--- config.mk ---
export PLATFORM = sky130hd
export DESIGN_NAME = ppm_port_mux
export DESIGN_NICKNAME = d
export VERILOG_FILES = /design/src/include/ppm_pkg.sv /design/src/core/ppm_port_mux.sv
export VERILOG_INCLUDE_DIRS = /design/src /design/src/include
export SDC_FILE = /design/constraint.sdc
export NUM_CORES = 1
export LEC_CHECK = 0
export BUFFER_PORTS_ARGS = -buffer_cell sky130_fd_sc_hd__buf_2
export CAP_MARGIN = 30
export CORE_ASPECT_RATIO = 1.25
export CORE_UTILIZATION = 40
export CTS_CLUSTER_SIZE = 16
export DETAILED_ROUTE_END_ITERATION = 8
export HOLD_SLACK_MARGIN = 0.06
export PLACE_DENSITY = 0.62
export RECOVER_POWER = 25
export SYNTH_ARGS = -nofsm -noshare
export SYNTH_HDL_FRONTEND = slang
export SYNTH_SLANG_ARGS = --single-unit
--- constraint.sdc ---
create_clock -name clock -period 6 [get_ports clock]
set_input_delay 0.3 -clock clock [delete_from_list [all_inputs] [get_ports clock]]
set_output_delay 0.3 -clock clock [all_outputs]
set_load 0.005 [all_outputs]
--- src/include/ppm_cfg.svh ---
// Register offsets, field positions, reset values and widths of the port pin mux block.
`ifndef PPM_CFG_SVH
`define PPM_CFG_SVH
`define PPM_ADDR_W 4
`define PPM_OFF_C_PINS 4'h0
`define PPM_OFF_C_LAT 4'h1
`define PPM_OFF_C_DIR 4'h2
`define PPM_OFF_D_PINS 4'h3
`define PPM_OFF_D_LAT 4'h4
`define PPM_OFF_D_DIR 4'h5
`define PPM_OFF_G_PINS 4'h6
`define PPM_OFF_MEMCTL 4'h7
`define PPM_OFF_CONFIG 4'h8
`define PPM_OFF_STATUS 4'h9
`define PPM_PULLUP_BIT 7
`define PPM_EBUS_DIS_BIT 7
`define PPM_CFG_CMP2_BIT 0
`define PPM_CFG_PMP_BIT 1
`define PPM_DIR_RESET 8'hff
`define PPM_LAT_RESET 8'h00
`define PPM_G_RESET 8'h80
`define PPM_MEM_RESET 8'h80
`define PPM_CFG_RESET 8'h03
`define PPM_PIN_CMP2 1
`define PPM_PIN_SDI 4
`define PPM_PIN_SDO 5
`define PPM_PIN_TX 6
`define PPM_PIN_RX 7
`endif

--- src/include/ppm_pkg.sv ---
// Types shared by the port pin mux block.
package ppm_pkg;
  typedef logic [7:0] ppm_byte_t;
  // Who owns the second port, highest priority first.
  typedef enum logic [1:0] {
    PPM_OWN_EBUS = 2'b00,
    PPM_OWN_PMP = 2'b01,
    PPM_OWN_PORT = 2'b10
  } ppm_owner_t;
endpackage

--- src/core/ppm_port_mux.sv ---
// Pin control and peripheral override mux for two 8-bit bidirectional ports.
//
// Behaviour
// - Each second-port pin has own direction bit.
// - Serial data out overrides latch on pin 5.
// - Pin 4 feeds serial data input.
// - Two-wire data overrides pin 4; buffer selectable.
// - Usart sync data out overrides pins 6/7.
// - Pin 7 feeds usart receive input.
// - Pin 6 feeds usart sync clock input.
// - Overriding functions ignore the direction bit; here only two-wire data does, the others gate on it.
// - Compare channel two on pin 1 when routed.
// - Second port becomes input on every reset.
// - Second port usable only with memory bus disabled.
// - Memory bus drives second port, overrides direction.
// - Parallel port outranks all except memory bus.
// - Parallel port routed only when routing bit one.
// - Parallel port active selects TTL input buffers.
// - Clear pull-up bit enables second-port pull-ups.
// - Pull-up off while pin is output.
// - Reset disables all second-port pull-ups.
// - Normal second port uses Schmitt buffers.
// - Direction reads return stored contents.
//
// Decided for this implementation: strobed register access and the register offsets.
`timescale 1ns/1ps
`include "ppm_cfg.svh"

module ppm_port_mux
  import ppm_pkg::*;
#(
  parameter int WIDTH = 8,
  parameter bit HAS_EBUS = 1'b1
) (
  input wire logic clock,
  input wire logic resetn,
  input wire logic [`PPM_ADDR_W-1:0] reg_addr,
  input wire logic [7:0] reg_wdata,
  input wire logic reg_write,
  input wire logic reg_read,
  output logic [7:0] reg_rdata,
  input wire logic [WIDTH-1:0] c_pin_in,
  output logic [WIDTH-1:0] c_pin_out,
  output logic [WIDTH-1:0] c_pin_oe,
  input wire logic [WIDTH-1:0] d_pin_in,
  output logic [WIDTH-1:0] d_pin_out,
  output logic [WIDTH-1:0] d_pin_oe,
  output logic [WIDTH-1:0] d_pullup_en,
  output logic d_ttl_select,
  output logic c4_ttl_select,
  input wire logic serial1_data_out_en,
  input wire logic serial1_data_out,
  output logic serial1_data_in,
  input wire logic two_wire1_data_en,
  input wire logic two_wire1_data_drive,
  input wire logic two_wire1_data_ttl,
  input wire logic usart1_sync_data_en,
  input wire logic usart1_transmit,
  input wire logic usart1_sync_data,
  output logic usart1_receive,
  output logic usart1_sync_clock,
  input wire logic compare2_pwm_en,
  input wire logic compare2_pwm_out_a,
  output logic compare2_capture_in,
  input wire logic ebus_active,
  input wire logic [WIDTH-1:0] mux_addr_data_low_byte_out,
  input wire logic mux_addr_data_low_byte_oe,
  output logic [WIDTH-1:0] ebus_data_in,
  input wire logic pmp_active,
  input wire logic [WIDTH-1:0] pmp_data_out,
  input wire logic pmp_data_oe,
  output logic [WIDTH-1:0] pmp_data_in
);

  // The pin numbering of the overrides fixes the port width at eight.
  if (WIDTH != 8) begin : g_width_check
    $error("ppm_port_mux serves 8-bit ports only");
  end

  ////////////////////////////////////////////////////////////////////////////
  // Reset release and pin synchronisers.

  logic rst_meta_q;
  logic rst_n_q;

  // Release is synchronised so all registers leave reset on the same edge.
  always_ff @(posedge clock or negedge resetn) begin
    if (!resetn) begin
      rst_meta_q <= 1'b0;
      rst_n_q <= 1'b0;
    end else begin
      rst_meta_q <= 1'b1;
      rst_n_q <= rst_meta_q;
    end
  end

  logic [WIDTH-1:0] c_s1_q, c_s2_q, c_s3_q, c_lvl_q;
  logic [WIDTH-1:0] d_s1_q, d_s2_q, d_s3_q, d_lvl_q;

  // Pins are asynchronous; a level counts only once two stages agree.
  always_ff @(posedge clock or negedge rst_n_q) begin
    if (!rst_n_q) begin
      c_s1_q <= `PPM_LAT_RESET;
      c_s2_q <= `PPM_LAT_RESET;
      c_s3_q <= `PPM_LAT_RESET;
      c_lvl_q <= `PPM_LAT_RESET;
      d_s1_q <= `PPM_LAT_RESET;
      d_s2_q <= `PPM_LAT_RESET;
      d_s3_q <= `PPM_LAT_RESET;
      d_lvl_q <= `PPM_LAT_RESET;
    end else begin
      c_s1_q <= c_pin_in;
      c_s2_q <= c_s1_q;
      c_s3_q <= c_s2_q;
      c_lvl_q <= (c_s2_q & c_s3_q) | (c_lvl_q & (c_s2_q | c_s3_q));
      d_s1_q <= d_pin_in;
      d_s2_q <= d_s1_q;
      d_s3_q <= d_s2_q;
      d_lvl_q <= (d_s2_q & d_s3_q) | (d_lvl_q & (d_s2_q | d_s3_q));
    end
  end

  ////////////////////////////////////////////////////////////////////////////
  // Software registers.

  ppm_byte_t c_lat_q, c_dir_q, d_lat_q, d_dir_q, g_q, mem_q, cfg_q;

  function automatic logic hit(input logic [`PPM_ADDR_W-1:0] a,
                               input logic [`PPM_ADDR_W-1:0] off);
    hit = reg_write && (a == off);
  endfunction

  // Latch writes through either the pin or latch address land in the latch.
  always_ff @(posedge clock or negedge rst_n_q) begin
    if (!rst_n_q) begin
      c_lat_q <= `PPM_LAT_RESET;
      d_lat_q <= `PPM_LAT_RESET;
    end else begin
      if (hit(reg_addr, `PPM_OFF_C_PINS) || hit(reg_addr, `PPM_OFF_C_LAT)) begin
        c_lat_q <= reg_wdata;
      end
      if (hit(reg_addr, `PPM_OFF_D_PINS) || hit(reg_addr, `PPM_OFF_D_LAT)) begin
        d_lat_q <= reg_wdata;
      end
    end
  end

  // Every reset makes all pins inputs and turns the pull-ups off.
  always_ff @(posedge clock or negedge rst_n_q) begin
    if (!rst_n_q) begin
      c_dir_q <= `PPM_DIR_RESET;
      d_dir_q <= `PPM_DIR_RESET;
      g_q <= `PPM_G_RESET;
      mem_q <= `PPM_MEM_RESET;
      cfg_q <= `PPM_CFG_RESET;
    end else begin
      if (hit(reg_addr, `PPM_OFF_C_DIR)) begin
        c_dir_q <= reg_wdata;
      end
      if (hit(reg_addr, `PPM_OFF_D_DIR)) begin
        d_dir_q <= reg_wdata;
      end
      if (hit(reg_addr, `PPM_OFF_G_PINS)) begin
        g_q <= reg_wdata;
      end
      if (hit(reg_addr, `PPM_OFF_MEMCTL)) begin
        mem_q <= reg_wdata;
      end
      if (hit(reg_addr, `PPM_OFF_CONFIG)) begin
        cfg_q <= reg_wdata;
      end
    end
  end

  ////////////////////////////////////////////////////////////////////////////
  // Second-port ownership.

  ppm_owner_t d_owner;
  logic pmp_routed;

  // Memory bus outranks the parallel port, which outranks port logic.
  assign pmp_routed = pmp_active && cfg_q[`PPM_CFG_PMP_BIT];
  always_comb begin
    if (HAS_EBUS && ebus_active && !mem_q[`PPM_EBUS_DIS_BIT]) begin
      d_owner = PPM_OWN_EBUS;
    end else if (pmp_routed) begin
      d_owner = PPM_OWN_PMP;
    end else begin
      d_owner = PPM_OWN_PORT;
    end
  end

  ////////////////////////////////////////////////////////////////////////////
  // Pin drive decisions (combinational), registered below.

  logic [WIDTH-1:0] c_out_d, c_oe_d, d_out_d, d_oe_d, pu_d;

  // Two-wire and usart overrides set direction themselves (usart drives pins 6/7 while direction bit 6 is set); compare and serial follow the direction bits.
  always_comb begin
    c_out_d = c_lat_q;
    c_oe_d = ~c_dir_q;
    if (compare2_pwm_en && cfg_q[`PPM_CFG_CMP2_BIT]) begin
      c_out_d[`PPM_PIN_CMP2] = compare2_pwm_out_a;
      c_oe_d[`PPM_PIN_CMP2] = ~c_dir_q[`PPM_PIN_CMP2];
    end
    if (two_wire1_data_en) begin
      c_out_d[`PPM_PIN_SDI] = 1'b0;
      c_oe_d[`PPM_PIN_SDI] = two_wire1_data_drive;
    end
    if (serial1_data_out_en && !c_dir_q[`PPM_PIN_SDO]) begin
      c_out_d[`PPM_PIN_SDO] = serial1_data_out;
      c_oe_d[`PPM_PIN_SDO] = 1'b1;
    end
    if (usart1_sync_data_en && c_dir_q[`PPM_PIN_TX]) begin
      c_out_d[`PPM_PIN_TX] = usart1_transmit;
      c_oe_d[`PPM_PIN_TX] = 1'b1;
      c_out_d[`PPM_PIN_RX] = usart1_sync_data;
      c_oe_d[`PPM_PIN_RX] = 1'b1;
    end
    unique case (d_owner)
      PPM_OWN_EBUS: begin
        d_out_d = mux_addr_data_low_byte_out;
        d_oe_d = {WIDTH{mux_addr_data_low_byte_oe}};
      end
      PPM_OWN_PMP: begin
        d_out_d = pmp_data_out;
        d_oe_d = {WIDTH{pmp_data_oe}};
      end
      PPM_OWN_PORT: begin
        d_out_d = d_lat_q;
        d_oe_d = ~d_dir_q;
      end
    endcase
    // Pull-ups only on input pins, and only while the control bit is clear.
    pu_d = {WIDTH{~g_q[`PPM_PULLUP_BIT]}} & ~d_oe_d;
  end

  ////////////////////////////////////////////////////////////////////////////
  // Registered outputs; the pin path carries one cycle of latency.

  always_ff @(posedge clock or negedge rst_n_q) begin
    if (!rst_n_q) begin
      c_pin_out <= `PPM_LAT_RESET;
      c_pin_oe <= `PPM_LAT_RESET;
      d_pin_out <= `PPM_LAT_RESET;
      d_pin_oe <= `PPM_LAT_RESET;
      d_pullup_en <= `PPM_LAT_RESET;
      d_ttl_select <= 1'b0;
      c4_ttl_select <= 1'b0;
    end else begin
      c_pin_out <= c_out_d;
      c_pin_oe <= c_oe_d;
      d_pin_out <= d_out_d;
      d_pin_oe <= d_oe_d;
      d_pullup_en <= pu_d;
      // TTL while the memory bus or parallel port owns the pins, else Schmitt.
      d_ttl_select <= (d_owner != PPM_OWN_PORT);
      c4_ttl_select <= two_wire1_data_en && two_wire1_data_ttl;
    end
  end

  // Peripheral inputs come from synchronised pin levels.
  always_ff @(posedge clock or negedge rst_n_q) begin
    if (!rst_n_q) begin
      serial1_data_in <= 1'b0;
      usart1_receive <= 1'b1;
      usart1_sync_clock <= 1'b0;
      compare2_capture_in <= 1'b0;
      ebus_data_in <= `PPM_LAT_RESET;
      pmp_data_in <= `PPM_LAT_RESET;
    end else begin
      serial1_data_in <= c_dir_q[`PPM_PIN_SDI] & c_lvl_q[`PPM_PIN_SDI];
      usart1_receive <= ~c_dir_q[`PPM_PIN_RX] | c_lvl_q[`PPM_PIN_RX];
      usart1_sync_clock <= c_dir_q[`PPM_PIN_TX] & c_lvl_q[`PPM_PIN_TX];
      compare2_capture_in <= c_lvl_q[`PPM_PIN_CMP2];
      ebus_data_in <= d_lvl_q;
      pmp_data_in <= d_lvl_q;
    end
  end

  ////////////////////////////////////////////////////////////////////////////
  // Read port: data stand in the cycle after the read strobe.

  always_ff @(posedge clock or negedge rst_n_q) begin
    if (!rst_n_q) begin
      reg_rdata <= `PPM_LAT_RESET;
    end else if (reg_read) begin
      unique case (reg_addr)
        `PPM_OFF_C_PINS: reg_rdata <= c_lvl_q;
        `PPM_OFF_C_LAT: reg_rdata <= c_lat_q;
        `PPM_OFF_C_DIR: reg_rdata <= c_dir_q;
        `PPM_OFF_D_PINS: reg_rdata <= d_lvl_q;
        `PPM_OFF_D_LAT: reg_rdata <= d_lat_q;
        `PPM_OFF_D_DIR: reg_rdata <= d_dir_q;
        `PPM_OFF_G_PINS: reg_rdata <= g_q;
        `PPM_OFF_MEMCTL: reg_rdata <= mem_q;
        `PPM_OFF_CONFIG: reg_rdata <= cfg_q;
        `PPM_OFF_STATUS: reg_rdata <= {6'h00, d_owner};
        default: reg_rdata <= `PPM_LAT_RESET;
      endcase
    end else begin
      reg_rdata <= `PPM_LAT_RESET;
    end
  end

endmodule

* After elaboration in Yosys (flattened, before gate mapping)
Index checks and enable logic that the tools add are counted.
W data, S select, Z words.
** Operators by class
- Equality and inequality tests :: 12
- Muxes and demuxes :: 14
- Bitwise operators :: 18
- Reductions and logical operators :: 21
** Operators by type and width (count)
- $pmux W8 S10 :: 1
- $pmux W8 S3 :: 2
- $and A8 B8 Y8 :: 5
- $or A8 B8 Y8 :: 4
- $not A8 Y8 :: 3
- $eq A4 B3 Y1 const B :: 4
- $logic_and A1 B1 Y1 :: 15
- $eq A4 B2 Y1 const B :: 2
- $eq A4 B4 Y1 const B :: 2
- $mux W2 :: 4
- $mux W8 :: 1
- $mux W1 :: 6
- $eq A4 B1 Y1 const B :: 1
- $logic_not A4 Y1 :: 1
- $not A1 Y1 :: 3
- $and A1 B1 Y1 :: 2
- $eq A2 B1 Y1 const B :: 1
- $eq A2 B2 Y1 const B :: 1
- $logic_not A1 Y1 :: 2
- $logic_not A2 Y1 :: 1
- $logic_or A1 B1 Y1 :: 2
- $ne A2 B2 Y1 const B :: 1
- $or A1 B1 Y1 :: 1
** Word-level totals
- Bits in registers :: 184
- Input bits :: 62
- Output and inout port bits :: 70
- Word-level logic and storage cells :: 95

* Depth between registers and ports, before layout
- Word-level depth :: 7
- Depth in mapped cells :: 7

* Worst setup path after synthesis
No wires, ideal clock.
- Kind :: input to register
- Start point :: input port reg_addr[1]
- End point :: register d_lat_q[0]
- Data arrival time :: 1.392 ns
- Data required time :: 5.875 ns
- Slack :: 4.483 ns
- Cell stages on the path :: 5
- Path buffers :: 1
- Cells stage by stage :: buf_4 -> nor2_2 -> a21oi_1 -> nor3b_4 -> mux2_2
** Between the ends
- Longest elaborated chain between the ends :: 3
** Ends and longest elaborated chain
- start, declared :: RTL line ppm_port_mux.sv:37 : input wire logic [`PPM_ADDR_W-1:0] reg_addr,
- $eq A4 B2 Y1 or $eq A4 B3 Y1 (tied branches) :: RTL line ppm_port_mux.sv:130 : hit = reg_write && (a == off);
- $logic_and A1 B1 Y1 :: RTL line ppm_port_mux.sv:130
- $logic_or A1 B1 Y1 * :: RTL line ppm_port_mux.sv:142 : if (hit(reg_addr, `PPM_OFF_D_PINS) || hit(reg_addr, `PPM_OFF_D_LAT)) begin
- end signal, assigned :: RTL line ppm_port_mux.sv:137 : d_lat_q <= `PPM_LAT_RESET;
- end signal, assigned :: RTL line ppm_port_mux.sv:143 : d_lat_q <= reg_wdata;
- end, declared :: RTL line ppm_port_mux.sv:126 : ppm_byte_t c_lat_q, c_dir_q, d_lat_q, d_dir_q, g_q, mem_q, cfg_q;
Every way passes the cells marked *; elsewhere a longest branch is shown, timed or not.
A chain may end at the register's enable or synchronous reset.

==> reports/results.ini <==
[sta]
fmax_mhz = 366
worst_pin_slew_ns = 2.17
worst_slack_ns = 3.26
clock_skew_ns = 0.00821
finalCritPeriodShare = 0.456
post-route-min-period_ns = 2.74
maxSlewViolCount = 58
finalHoldViolCount = 0
max_slew_margin = -0.447
grt_setup_unrepaired = no
tns_ns = 0
final-setup-viol-count = 0

[power_and_ir_drop]
p_comb_frac = 0.132
pwr-share-clk = 0.355
power_frac_seq = 0.513
internal_power_uw = 2310
swShare = 0.253
switching_power_uw = 781
total_power_uw = 3090
vdd_drop_max_mv = 0.174
power.leakage_uw = 0.00377
cellPowerDensity_mw_per_mm2 = 371

[setup_path]
path_delay_family = flip-flops
crit_cells = 1
cp_cell_sequence = buf_4
path_class = flop to async pin
max_stage_delay_ns = 1.81
cp.arrival_ns = 3.18
cp_slowest_cell = dfrtp_1
worstPathRequired_ns = 6.44
cp-end-kind = async pin
critical_path_buf_inv_count = 1
rr_worst_depth = 1
cp_max_fo = 69
cp-start-kind = flop

[synth]
yosys_warnings = 0
yosysUniqueCellTypes = 46
async_reset_ff_frac = 1.00
synth_top_area_share = 0.602
yosysTopAreaCell = dfrtp_1
syn_nets = 517
netlist_area_mm2 = 0.00677
syn_inst = 455
syn_area_per_cell_um2 = 14.9
synth_most_common_cell = dfrtp_1
netlist_top_cells_count = dfrtp_1 (163), mux2_2 (59), dfstp_2 (21), mux2i_1 (21), nor2_1 (21)
yosysSeqAreaShare = 0.684
synth-seq-cells = 184
synth_edf_count = 0
synth_area_leaders = dfrtp_1 (60%), mux2_2 (9.8%), dfstp_2 (8.2%), mux2i_1 (3.1%), maj3_1 (2.4%)
synth_ff_type = dfrtp_1

[grt]
grt_pass1_wl_um = 23800
grt_pass1_vias = 4318
antenna_found_initial = 0
grtUsageTotal = 0.181
grt-ovfl-total = 0
grt_start_max_net_pins = 70

[place]
placed_cells = 778
portBuffers = 131
dp_slack_ns = 3.71
gp_congestion = 0.826
dpl.hpwl_um = 10400

[min_path]
holdPathStages = 3
hold_class = primary input to flop

[final_layout]
fin_util = 0.507
antenna_cells = 0
layout.cells.non_filler = 828
fin_nets = 661
drive_gt1_frac = 0.410
area_growth_pct = 22.9

[cts]
htree_levels = 4
ctsRootBufferMaster = clkbuf_16
cts_tree = done
clockBufferDepth = 2
clock_latency_ns = 0.42
numCtsBuffers = 17
cts_sinks = 184
holdBufCountCts = 18
cts-resized-gates = 0
post_cts_buffers = 0
path_clk_slew_ns = 0.06

[routing]
antenna_left = 0
vias_per_cell = 4.93
post_drt_wl_per_cell_um = 17.7
vias = 4086
drt_iter0_drc = 239
wl_um = 14700
first_pass_iters = 4
drcViolationCount = 0

[die]
core-area_mm2 = 0.0164
die_area_mm2 = 0.0175
start_util = 0.413
dieHeight_um = 147
io_pins = 132
die_w_um = 118
num_rows = 52

[outcome]
violations = max-capacitance violations, max-slew violations
status = complete, but fails checks

[run]
drv_cap = 1

-- metrics by stage --
stage	area, um^2	hold slack [ns]
4_1_cts	8320	0.0683
2_1_floorplan	6770	0.00441
3_3_place_gp	7560	0.0853
5_1_grt	8320	0.0751
3_5_place_dp	7560	0.0863
6_report	8320	0.0841
-- per-layer routing --
metal	vias to the layer above	global-route usage	share of wire
li1	1890	-	-
met1	2080	0.241	0.45
met2	107	0.295	0.50
met3	9	0.0448	0.045
met4	0	0.0519	0.0098
met5	-	0	0
-- worst min-delay path: cells and delay by family --
kind                   cells  cell delay (ns)
buffers and inverters      1             0.07
AOI/OAI and AO/OA          1             0.06
and+or+nand+nor            1             0.03
-- layout by cell type (no fill, tap or decap), types with 2 or more instances in the layout --
master,instances
and3b_1,2
a22o_1,6
mux4_2,3
dfstp_1,8
nand2_1,16
clkinv_2,5
a32oi_1,4
nor2b_1,5
a221oi_1,5
dlygate4sd3_1,18
o22ai_1,3
mux2i_1,21
or2_2,5
bufinv_16,2
o21ai_0,18
and2_1,3
o32ai_1,3
clkbuf_16,17
dfrtp_1,163
clkbuf_1,2
nand3_1,3
inv_6,5
a22oi_1,5
maj3_1,16
and3_1,2
inv_1,6
mux2_2,59
buf_4,3
nand2b_1,8
a2bb2oi_1,2
buf_2,129
and2_0,3
a21oi_1,8
clkinvlp_4,2
nor2_1,21
dfstp_2,13
-- layout make-up --
cell class	instances	area (um^2)
Sequential cell	184	4630
Clock inverter	14	144
Fill cell	1421	8080
Inverter	6	22.5
Timing Repair Buffer	152	856
Clock buffer	18	439
Tap cell	216	270
Multi-Input combinational cell	238	1960
-- cell families after synthesis --
logic type / after synthesis / share of synthesized area
AND/OR/NAND/NOR: 78 / 0.0651
buffers and inverters: 33 / 0.0272
AO/OA/AOI/OAI: 60 / 0.0604
flip-flops: 184 / 0.684
multiplexers: 83 / 0.139
other: 1 / 0.000554
adder cells (fa/ha/maj): 16 / 0.0237
-- worst paths after layout --
| path | to | start | slack (ns) |
|---|---|---|---|
| setup / recovery | d_s2_q[4] | rst_n_q | 3.26 |
| hold / removal | d_pin_out[2] | mux_addr_data_low_byte_out[2] | 0.08 |
| setup reg to reg | d_s2_q[4] | rst_n_q | 3.26 |
| hold reg to reg | c_s2_q[0] | c_s1_q[0] | 0.35 |
| max in group clock | d_pullup_en[4] | mem_q[7] | 4.10 |
| min in group asynchronous | rst_n_q | resetn | 0.18 |
-- power groups by stage --
| stage | clock network [uW] | registers (uW) | logic (uW) |
|---|---|---|---|
| 2_1_floorplan | 0 | 1590 | 232 |
| 4_1_cts | 1130 | 1590 | 415 |
| 3_3_place_gp | 0 | 1610 | 391 |
| 5_1_grt | 1170 | 1610 | 452 |
| 6_report | 1100 | 1580 | 407 |
| 3_5_place_dp | 0 | 1610 | 404 |
No activity file was read; power rests on OpenSTA's default activity.
